--- src/aopd_cfg.svh ---
// constants of the analog output parameter and diagnostic records
// assumes inclusion by the record bank module only
`ifndef AOPD_CFG_SVH
`define AOPD_CFG_SVH

// parameter record locations
`define AOPD_DS_PARAM 8'h00
`define AOPD_DS_FN_BASE 8'h80
`define AOPD_IX_PARAM_BASE 16'h3100
`define AOPD_SX_PARAM_BASE 16'h3100
`define AOPD_SX_PARAM_FIRST 8'h01
`define AOPD_PARAM_BYTES 5'd6

// diagnostic record locations
`define AOPD_DS_DIAG_FULL 8'h01
`define AOPD_DS_DIAG_HEAD 8'h00
`define AOPD_IX_DIAG_FULL 16'h2f01
`define AOPD_IX_DIAG_HEAD 16'h2f00
`define AOPD_SX_DIAG_INDEX 16'h5005
`define AOPD_SX_DIAG_FIRST 8'h02
`define AOPD_SX_DIAG_LAST 8'h11
`define AOPD_SX_DIAG_STAMP 8'h13
`define AOPD_DIAG_BYTES 5'd20
`define AOPD_DIAG_HEAD_BYTES 5'd4
`define AOPD_STAMP_BYTE 5'd16

// parameter byte positions
`define AOPD_PB_SHORT_EN 5'd1
`define AOPD_PB_FN0 5'd2

// reset values
`define AOPD_RST_SHORT_EN 4'h0
`define AOPD_RST_FN 8'h10

// function codes
`define AOPD_FN_FMT1 8'h10
`define AOPD_FN_FMT2 8'h20
`define AOPD_FN_OFF 8'hff

// scaling limits
`define AOPD_FMT1_MAX 16'h7eff
`define AOPD_FMT2_MAX 16'h5000
`define AOPD_FMT1_MUL 32'h00004bda
`define AOPD_FMT1_RND 32'h00004000

// fixed diagnostic bytes
`define AOPD_MODULE_INFO 8'h15
`define AOPD_CHANNEL_KIND 8'h73
`define AOPD_DIAG_BITS 8'h08
`define AOPD_CHANNELS 8'h04

// diagnostic bit positions
`define AOPD_A_MOD_FAIL 0
`define AOPD_A_INT_ERR 1
`define AOPD_A_EXT_ERR 2
`define AOPD_A_CH_ERR 3
`define AOPD_A_AUX_MISS 4
`define AOPD_A_PARAM_ERR 7
`define AOPD_D_BUF_OVF 3
`define AOPD_D_COMM_ERR 4
`define AOPD_CH_CFG_ERR 0
`define AOPD_CH_SHORT 3

// microsecond ticker timing
`define AOPD_US_NS 1000
`define AOPD_CLK_NS 40
`define AOPD_US_CYCLES (`AOPD_US_NS / `AOPD_CLK_NS)

`endif

--- src/aopd_pkg.sv ---
// types of the analog output parameter and diagnostic records
// assumes no other package
package aopd_pkg;

    // access path that addresses a record byte
    typedef enum logic [1:0] {
        AOPD_PATH_RECORD = 2'h0,
        AOPD_PATH_INDEX = 2'h1,
        AOPD_PATH_SUBINDEX = 2'h2
    } aopd_path_e;

    typedef enum logic [1:0] {
        AOPD_ST_IDLE = 2'b01,
        AOPD_ST_ANSWER = 2'b10
    } aopd_state_e;

    // decoded location of one record byte
    typedef struct packed {
        logic ok;
        logic diag;
        logic [4:0] idx;
    } aopd_loc_s;

    typedef struct packed {
        aopd_state_e st;
        logic [7:0] rdata;
        logic err;
        logic [3:0] short_en;
        logic [31:0] fn;
        logic [4:0] presc;
        logic [31:0] us_cnt;
        logic [31:0] stamp;
        logic [9:0] sync1;
        logic [9:0] sync2;
        logic [127:0] diag_q;
        logic [47:0] dac;
    } aopd_state_s;

endpackage
--- src/aopd_bank.sv ---
// parameter and diagnostic record bank of a four channel analog output
// assumes fault pins are asynchronous and the access port and output
// data image are driven by logic on SYS_CLK_I
`timescale 1ns/1ps
`include "aopd_cfg.svh"

module aopd_bank #(
    parameter int SLOT = 0
) (
    // clock and reset
    input wire logic SYS_CLK_I,
    input wire logic SYS_RST_I,
    // record access port
    input wire logic ACC_REQ_I,
    input wire logic ACC_WR_I,
    input aopd_pkg::aopd_path_e ACC_PATH_I,
    input wire logic [15:0] ACC_SEL_I,
    input wire logic [7:0] ACC_SUB_I,
    input wire logic [4:0] ACC_BYTE_I,
    input wire logic [7:0] ACC_WDATA_I,
    output logic ACC_ACK_O,
    output logic ACC_ERR_O,
    output logic [7:0] ACC_RDATA_O,
    // fault pins from the output stage
    input wire logic [3:0] CH_SHORT_I,
    input wire logic MOD_FAIL_I,
    input wire logic INT_ERR_I,
    input wire logic EXT_ERR_I,
    input wire logic AUX_MISSING_I,
    input wire logic DIAG_OVF_I,
    input wire logic COMM_ERR_I,
    // output data image
    input wire logic [63:0] CH_VALUE_I,
    // converter and indicators
    output logic [47:0] CH_DAC_O,
    output logic [3:0] CH_ACTIVE_O,
    output logic [3:0] CH_ERR_LED_O
);
    import aopd_pkg::*;

    localparam logic [4:0] US_LAST = 5'(`AOPD_US_CYCLES - 1);
    localparam logic [15:0] SX_PARAM = 16'(`AOPD_SX_PARAM_BASE + SLOT);

    aopd_state_s r_reg;
    aopd_state_s r_next;

    // ------------------------------------------------------------
    // functions
    // ------------------------------------------------------------

    // locate one record byte from the access path
    function automatic aopd_loc_s locate(
        input aopd_path_e path,
        input logic [15:0] sel,
        input logic [7:0] sub,
        input logic [4:0] bnum,
        input logic wr
    );
        aopd_loc_s loc;
        loc = '0;
        case (path)
            AOPD_PATH_RECORD: begin
                if (wr && sel[7:0] == `AOPD_DS_PARAM && sel[15:8] == 8'h00
                        && bnum < 5'd2) begin
                    loc.ok = 1'b1;
                    loc.idx = bnum;
                end else if (wr && sel[15:2] == 14'(`AOPD_DS_FN_BASE >> 2)
                        && bnum == 5'd0) begin
                    loc.ok = 1'b1;
                    loc.idx = 5'(`AOPD_PB_FN0 + sel[1:0]);
                end else if (!wr && sel == 16'(`AOPD_DS_DIAG_FULL)
                        && bnum < `AOPD_DIAG_BYTES) begin
                    loc.ok = 1'b1;
                    loc.diag = 1'b1;
                    loc.idx = bnum;
                end else if (!wr && sel == 16'(`AOPD_DS_DIAG_HEAD)
                        && bnum < `AOPD_DIAG_HEAD_BYTES) begin
                    loc.ok = 1'b1;
                    loc.diag = 1'b1;
                    loc.idx = bnum;
                end
            end
            AOPD_PATH_INDEX: begin
                if (sel >= `AOPD_IX_PARAM_BASE
                        && sel < 16'(`AOPD_IX_PARAM_BASE + `AOPD_PARAM_BYTES)
                        && bnum == 5'd0) begin
                    loc.ok = 1'b1;
                    loc.idx = 5'(sel - `AOPD_IX_PARAM_BASE);
                end else if (!wr && sel == `AOPD_IX_DIAG_FULL
                        && bnum < `AOPD_DIAG_BYTES) begin
                    loc.ok = 1'b1;
                    loc.diag = 1'b1;
                    loc.idx = bnum;
                end else if (!wr && sel == `AOPD_IX_DIAG_HEAD
                        && bnum < `AOPD_DIAG_HEAD_BYTES) begin
                    loc.ok = 1'b1;
                    loc.diag = 1'b1;
                    loc.idx = bnum;
                end
            end
            AOPD_PATH_SUBINDEX: begin
                if (sel == SX_PARAM && sub >= `AOPD_SX_PARAM_FIRST
                        && sub < 8'(`AOPD_SX_PARAM_FIRST + `AOPD_PARAM_BYTES)
                        && bnum == 5'd0) begin
                    loc.ok = 1'b1;
                    loc.idx = 5'(sub - `AOPD_SX_PARAM_FIRST);
                end else if (!wr && sel == `AOPD_SX_DIAG_INDEX
                        && sub >= `AOPD_SX_DIAG_FIRST
                        && sub <= `AOPD_SX_DIAG_LAST && bnum == 5'd0) begin
                    loc.ok = 1'b1;
                    loc.diag = 1'b1;
                    loc.idx = 5'(sub - `AOPD_SX_DIAG_FIRST);
                end else if (!wr && sel == `AOPD_SX_DIAG_INDEX
                        && sub == `AOPD_SX_DIAG_STAMP && bnum < 5'd4) begin
                    loc.ok = 1'b1;
                    loc.diag = 1'b1;
                    loc.idx = 5'(`AOPD_STAMP_BYTE + bnum);
                end
            end
            default: begin
                loc = '0;
            end
        endcase
        return loc;
    endfunction

    // a code the channel can run with
    function automatic logic code_ok(input logic [7:0] code);
        return code == `AOPD_FN_FMT1 || code == `AOPD_FN_FMT2
            || code == `AOPD_FN_OFF;
    endfunction

    // one channel's function code from the packed code register
    function automatic logic [7:0] chan_code(
        input logic [31:0] codes,
        input int c
    );
        return codes[c*8 +: 8];
    endfunction

    // lane of a channel code inside the packed code register
    function automatic int code_lane(
        input logic [4:0] idx
    );
        return 8 * (int'(idx) - int'(`AOPD_PB_FN0));
    endfunction

    // lane of a timestamp byte, most significant byte first
    function automatic int stamp_lane(
        input logic [4:0] idx
    );
        return 8 * (3 - (int'(idx) - int'(`AOPD_STAMP_BYTE)));
    endfunction

    // fault byte of one channel; a short counts only where detection is on
    function automatic logic [7:0] fault_byte(
        input logic bad,
        input logic short_seen,
        input logic short_on
    );
        logic [7:0] f;
        f = 8'h00;
        f[`AOPD_CH_CFG_ERR] = bad;
        f[`AOPD_CH_SHORT] = short_seen && short_on;
        return f;
    endfunction

    // digital value to 12-bit converter code, 10 V at 2048
    function automatic logic [11:0] scale(
        input logic [15:0] d,
        input logic [7:0] code
    );
        logic [15:0] lim;
        logic [31:0] prod;
        logic [15:0] norm;
        lim = 16'h0000;
        prod = 32'h00000000;
        norm = 16'h0000;
        if (d[15]) begin
            norm = 16'h0000;
        end else if (code == `AOPD_FN_FMT1) begin
            lim = (d > `AOPD_FMT1_MAX) ? `AOPD_FMT1_MAX : d;
            prod = 32'(lim) * `AOPD_FMT1_MUL + `AOPD_FMT1_RND;
            norm = prod[30:15];
        end else if (code == `AOPD_FN_FMT2) begin
            norm = (d > `AOPD_FMT2_MAX) ? `AOPD_FMT2_MAX : d;
        end
        return norm[14:3];
    endfunction

    // ------------------------------------------------------------
    // diagnostic image
    // ------------------------------------------------------------

    logic [3:0] short_s;
    logic [3:0] cfg_err;
    logic [7:0] ch_fault [4];
    logic [3:0] grp_err;
    logic [7:0] diag_a;
    logic [7:0] diag_d;
    logic [127:0] diag_img;
    aopd_loc_s loc;
    logic [7:0] rbyte;

    assign short_s = r_reg.sync2[3:0];

    always_comb begin
        for (int c = 0; c < 4; c++) begin
            cfg_err[c] = !code_ok(chan_code(r_reg.fn, c));
            ch_fault[c] = fault_byte(cfg_err[c], short_s[c], r_reg.short_en[c]);
            grp_err[c] = |ch_fault[c];
        end
    end

    always_comb begin
        diag_a = 8'h00;
        diag_a[`AOPD_A_MOD_FAIL] = r_reg.sync2[4];
        diag_a[`AOPD_A_INT_ERR] = r_reg.sync2[5];
        diag_a[`AOPD_A_EXT_ERR] = r_reg.sync2[6];
        diag_a[`AOPD_A_CH_ERR] = |grp_err;
        diag_a[`AOPD_A_AUX_MISS] = r_reg.sync2[7];
        diag_a[`AOPD_A_PARAM_ERR] = |cfg_err;
        diag_d = 8'h00;
        diag_d[`AOPD_D_BUF_OVF] = r_reg.sync2[8];
        diag_d[`AOPD_D_COMM_ERR] = r_reg.sync2[9];
    end

    // bytes 0 to 15, byte 0 in the low lane; unused bytes stay zero
    always_comb begin
        diag_img = '0;
        diag_img[7:0] = diag_a;
        diag_img[15:8] = `AOPD_MODULE_INFO;
        diag_img[31:24] = diag_d;
        diag_img[39:32] = `AOPD_CHANNEL_KIND;
        diag_img[47:40] = `AOPD_DIAG_BITS;
        diag_img[55:48] = `AOPD_CHANNELS;
        diag_img[63:56] = {4'h0, grp_err};
        for (int c = 0; c < 4; c++) begin
            diag_img[64 + c*8 +: 8] = ch_fault[c];
        end
    end

    // ------------------------------------------------------------
    // read data selection
    // ------------------------------------------------------------

    assign loc = locate(ACC_PATH_I, ACC_SEL_I, ACC_SUB_I, ACC_BYTE_I, ACC_WR_I);

    always_comb begin
        rbyte = 8'h00;
        if (loc.diag) begin
            if (loc.idx >= `AOPD_STAMP_BYTE) begin
                // ticker most significant byte first
                rbyte = r_reg.stamp[stamp_lane(loc.idx) +: 8];
            end else begin
                rbyte = diag_img[8*loc.idx[3:0] +: 8];
            end
        end else if (loc.idx == `AOPD_PB_SHORT_EN) begin
            rbyte = {4'h0, r_reg.short_en};
        end else if (loc.idx >= `AOPD_PB_FN0) begin
            rbyte = r_reg.fn[code_lane(loc.idx) +: 8];
        end
    end

    // ------------------------------------------------------------
    // next state
    // ------------------------------------------------------------

    always_comb begin
        r_next = r_reg;
        r_next.sync1 = {COMM_ERR_I, DIAG_OVF_I, AUX_MISSING_I, EXT_ERR_I,
                        INT_ERR_I, MOD_FAIL_I, CH_SHORT_I};
        r_next.sync2 = r_reg.sync1;

        // free running microsecond ticker
        if (r_reg.presc == US_LAST) begin
            r_next.presc = 5'h00;
            r_next.us_cnt = r_reg.us_cnt + 32'h00000001;
        end else begin
            r_next.presc = r_reg.presc + 5'h01;
        end

        // any change of the diagnostic image is an event
        r_next.diag_q = diag_img;
        if (diag_img != r_reg.diag_q) begin
            r_next.stamp = r_reg.us_cnt;
        end

        for (int c = 0; c < 4; c++) begin
            r_next.dac[c*12 +: 12] = cfg_err[c] ? 12'h000
                : scale(CH_VALUE_I[c*16 +: 16], chan_code(r_reg.fn, c));
        end

        case (r_reg.st)
            AOPD_ST_IDLE: begin
                if (ACC_REQ_I) begin
                    r_next.st = AOPD_ST_ANSWER;
                    r_next.err = !loc.ok;
                    r_next.rdata = (loc.ok && !ACC_WR_I) ? rbyte : 8'h00;
                    if (loc.ok && ACC_WR_I) begin
                        if (loc.idx == `AOPD_PB_SHORT_EN) begin
                            r_next.short_en = ACC_WDATA_I[3:0];
                        end else if (loc.idx >= `AOPD_PB_FN0) begin
                            // any code is kept; unsupported ones flag an error
                            r_next.fn[code_lane(loc.idx) +: 8] =
                                ACC_WDATA_I;
                        end
                    end
                end
            end
            AOPD_ST_ANSWER: begin
                r_next.st = AOPD_ST_IDLE;
            end
            default: begin
                r_next.st = AOPD_ST_IDLE;
            end
        endcase
    end

    // ------------------------------------------------------------
    // state register
    // ------------------------------------------------------------

    always_ff @(posedge SYS_CLK_I) begin
        if (SYS_RST_I) begin
            r_reg <= '0;
            r_reg.st <= AOPD_ST_IDLE;
            r_reg.short_en <= `AOPD_RST_SHORT_EN;
            r_reg.fn <= {4{`AOPD_RST_FN}};
        end else begin
            r_reg <= r_next;
        end
    end

    // ------------------------------------------------------------
    // outputs
    // ------------------------------------------------------------

    assign ACC_ACK_O = (r_reg.st == AOPD_ST_ANSWER);
    assign ACC_ERR_O = r_reg.err;
    assign ACC_RDATA_O = r_reg.rdata;
    assign CH_DAC_O = r_reg.dac;

    always_comb begin
        for (int c = 0; c < 4; c++) begin
            CH_ACTIVE_O[c] = !cfg_err[c]
                && chan_code(r_reg.fn, c) != `AOPD_FN_OFF;
        end
    end

    // no interrupt output exists; channel errors show on the indicators
    assign CH_ERR_LED_O = grp_err;

endmodule

--- config.mk ---
export PLATFORM = sky130hd
export DESIGN_NAME = aopd_bank
export DESIGN_NICKNAME = d
export VERILOG_FILES = /design/src/aopd_pkg.sv /design/src/aopd_bank.sv
export VERILOG_INCLUDE_DIRS = /design/src /design/src/src
export SDC_FILE = /design/constraint.sdc
export NUM_CORES = 2
export LEC_CHECK = 0
export ABC_AREA = 1
export BUFFER_PORTS_ARGS = -buffer_cell sky130_fd_sc_hd__buf_4
export CORE_ASPECT_RATIO = 1.1
export CORE_MARGIN = 5
export CORE_UTILIZATION = 60
export CTS_CLUSTER_DIAMETER = 60
export DETAILED_ROUTE_END_ITERATION = 10
export PLACE_DENSITY = 0.79
export SLEW_MARGIN = 20
export SYNTH_ARGS = -nofsm -noshare
export SYNTH_HDL_FRONTEND = slang
export SYNTH_SLANG_ARGS = --single-unit
--- constraint.sdc ---
create_clock -name SYS_CLK_I -period 8.4 [get_ports SYS_CLK_I]
set_input_delay 0.84 -clock SYS_CLK_I [delete_from_list [all_inputs] [get_ports SYS_CLK_I]]
set_output_delay 0.84 -clock SYS_CLK_I [all_outputs]
set_load 0.01 [all_outputs]
==> flow_metrics.py <==
metrics = {
    "outcome": {
        "outcome": "completed",
    },
    "synthesis": {
        "yosysMostFrequentCell": "inv_1",
        "synth_compound_area_share_pct": 7.06,
        "syn_area_um2": 33100,
        "synthTopCellsByArea": "fa_1, ha_1, dfxtp_1",
        "syn_avg_cell_area_um2": 7.41,
        "synth_common_cells": "inv_1, nand2_1, ha_1",
        "yosysWarnings": 0,
        "synth-simple-area-share_pct": 24.2,
        "synthDistinctLibCells": 58,
        "synthMuxAreaShare_pct": 0,
        "synthAdderAreaFrac_pct": 41.3,
        "ys_seq_area_share_pct": 12.4,
        "synth_async_sr_flop_share_pct": 0,
        "synth_top_family_by_area": "adder cells",
        "yosysTopAreaCellShare_pct": 21.1,
        "synthFlopType": "dfxtp_1",
        "synthCells": 4464,
        "synth_area_leader_cell": "fa_1",
        "synth_edf_count": 0,
        "synth_seq_cells": 205,
        "synth_xor_area_share_pct": 2.12,
    },
    "clocking": {
        "clock_latency_ns": 0.55,
        "max-clock-path-buffers": 3,
        "cts.sinks": 205,
        "cts_tree": "built",
        "cts_hold_buf": 0,
        "cts_max_level": 1,
        "numCtsBuffers": 26,
        "postCtsSetupBuffers": 0,
        "clk_pin_slew_ns": 0.06,
        "cts_root_buf": "clkbuf_16",
        "cts_resized": 0,
    },
    "global_routing": {
        "use_met2_pct": 48.8,
        "gr-total-overflow": 0,
        "track_usage_pct": 28.5,
        "grt_pass1_wl_mm": 141,
        "grt_max_degree": 70,
        "top_usage_layer": "met2",
        "grtUsageMet3_pct": 3.21,
        "antenna_found_initial": 0,
        "grt_use_met1_pct": 37.4,
        "grt_pass1_vias": 28800,
    },
    "detailed_routing": {
        "ant_nets": 0,
        "drc_errors": 0,
        "post_drt_via_cell_ratio": 5.36,
        "drt-pass1-iter-count": 7,
        "wirelength_mm": 85.6,
        "drtIter0Drc": 1973,
        "route.vias.total": 28700,
        "routedWlPerCell_um": 16.0,
    },
    "timing": {
        "min_period_over_period_pct": 86.9,
        "final_hold_viol_count": 0,
        "finalSetupTns_ns": 0,
        "maxSlewViolCount": 0,
        "finalSetupViolations": 0,
        "finClkSkew_ns": 0.0140,
        "worstMarginPinSlew_ns": 0.953,
        "period_minus_slack_ns": 7.30,
        "relSlewSlack_pct": 36.5,
        "rsz0062_at_grt": "false",
        "max_freq_ghz": 0.137,
    },
    "worst_setup_path": {
        "path_class": "primary input to register",
        "setup.worst_path.end_class": "register",
        "cpMaxStageDelayCell": "fa_1",
        "worst_setup_path_start_kind": "primary input",
        "cp.arrival_ns": 7.77,
        "path_buf_inv": 8,
        "crit_family": "adder cells",
        "worst-endpoint-required_ns": 8.87,
        "path_common_cell": "nand2_1",
        "max_stage_delay_ns": 0.54,
        "crit_path_max_fanout": 12,
    },
    "cells_and_area": {
        "drive_gt1_share_pct": 7.59,
        "insertedDiodeCount": 0,
        "largest_reg_flops": 132,
        "area_delta_synth_final_pct": 8.16,
        "final_cells": 5359,
        "finalNetCount": 5604,
    },
    "job": {
        "maxCapViolations": 0,
    },
    "floorplan": {
        "die_h_um": 256,
        "start_util_pct": 60.5,
        "design.core.area_um2": 54700,
        "rows": 90,
        "die_w_um": 234,
        "fp.dieArea_um2": 59900,
        "io_pins": 183,
    },
    "min_path": {
        "hold_path.class": "register to register",
    },
    "place": {
        "portBuffers": 182,
        "dp.cells": 5312,
        "gp_congestion": 1.01,
        "dp_hpwl_mm": 73.1,
    },
}
-- per-layer routing --
| metal | share of wire [%] | wire [um] |
|---|---|---|
| met1 | 43 | 36600 |
| met2 | 48 | 40900 |
| met5 | 0 | 0 |
| met4 | 3.8 | 3290 |
| met3 | 5.6 | 4800 |
-- final cells by class --
cell class,count,area [um2]
inverters,952,3580
clock buffers,29,682
flip-flops and latches,205,4100
well taps,736,921
fillers,4830,18900
clock inverters,18,221
multi-input cells,3222,24800
repair buffers,197,1480
-- final timing paths --
kind / from / to / slack (ns) / cells after the start
worst max-delay path: CH_VALUE_I[47] / CH_DAC_O[29]$_SDFF_PP0_ / 1.10 / 34
worst min-delay path: r_next[180]$_SDFF_PP0_ / diag_a[0]$_SDFF_PP0_ / 0.40 / 2
worst max register to register: r_reg[271]$_SDFFE_PP0P_ / r_reg[211]$_SDFFE_PP0P_ / 4.76 / 17
worst min register to register: r_next[180]$_SDFF_PP0_ / diag_a[0]$_SDFF_PP0_ / 0.40 / 2
-- cell usage in the layout, fill, tap and decap left out, drive strengths merged, types with 53 or more instances in the layout --
cell type and n:
xor2 53, nand3 263, inv 955, nand4 79, ha 535, nand2 822
nor3 55, nor2 509, o21ai 134, a21oi 221, fa 348, buf 197
dfxtp 205
-- kinds of logic (layout without fill, tap and decap cells) --
group / Yosys count / count (layout)
simple gates: 1802 / 1802
buf+inv: 1063 / 1196
fa+ha+maj: 883 / 883
compound gates: 429 / 429
flops: 205 / 205
xor+xnor: 80 / 80
other cells: 2 / 28
-- through the flow --
stage / instance area, um2 / worst slack [ns] / hold slack (ns) / utilization [%]
floorplan: 33200 / 1.32 / 0.388 / -
global placement: 34900 / 0.729 / 0.392 / 63.7
detailed placement: 34900 / 0.581 / 0.395 / 63.7
CTS: 35800 / 1.17 / 0.404 / 65.4
global route: 35800 / 0.520 / 0.409 / 65.4
finish: 35800 / 1.10 / 0.401 / 65.4
-- worst reg2reg max path, stage by stage, from the launching register on --
cell and delay (ns):
dfxtp_1 0.33, inv_1 0.10, nand2_1 0.07, nor3_1 0.13, inv_1 0.12, nor2_1 0.61, inv_1 0.25, nand3_2 0.33
nand4_1 0.25, inv_2 0.14, nand2_1 0.07, xor2_1 0.16, nor2_1 0.07, nand3_2 0.07, buf_4 0.49, nand2_1 0.19
nand2_1 0.11, nor2_1 0.04
Power is left out: the tool's default activity adds up to more than one toggle a clock period on the data nets, which glitch-free logic cannot reach.
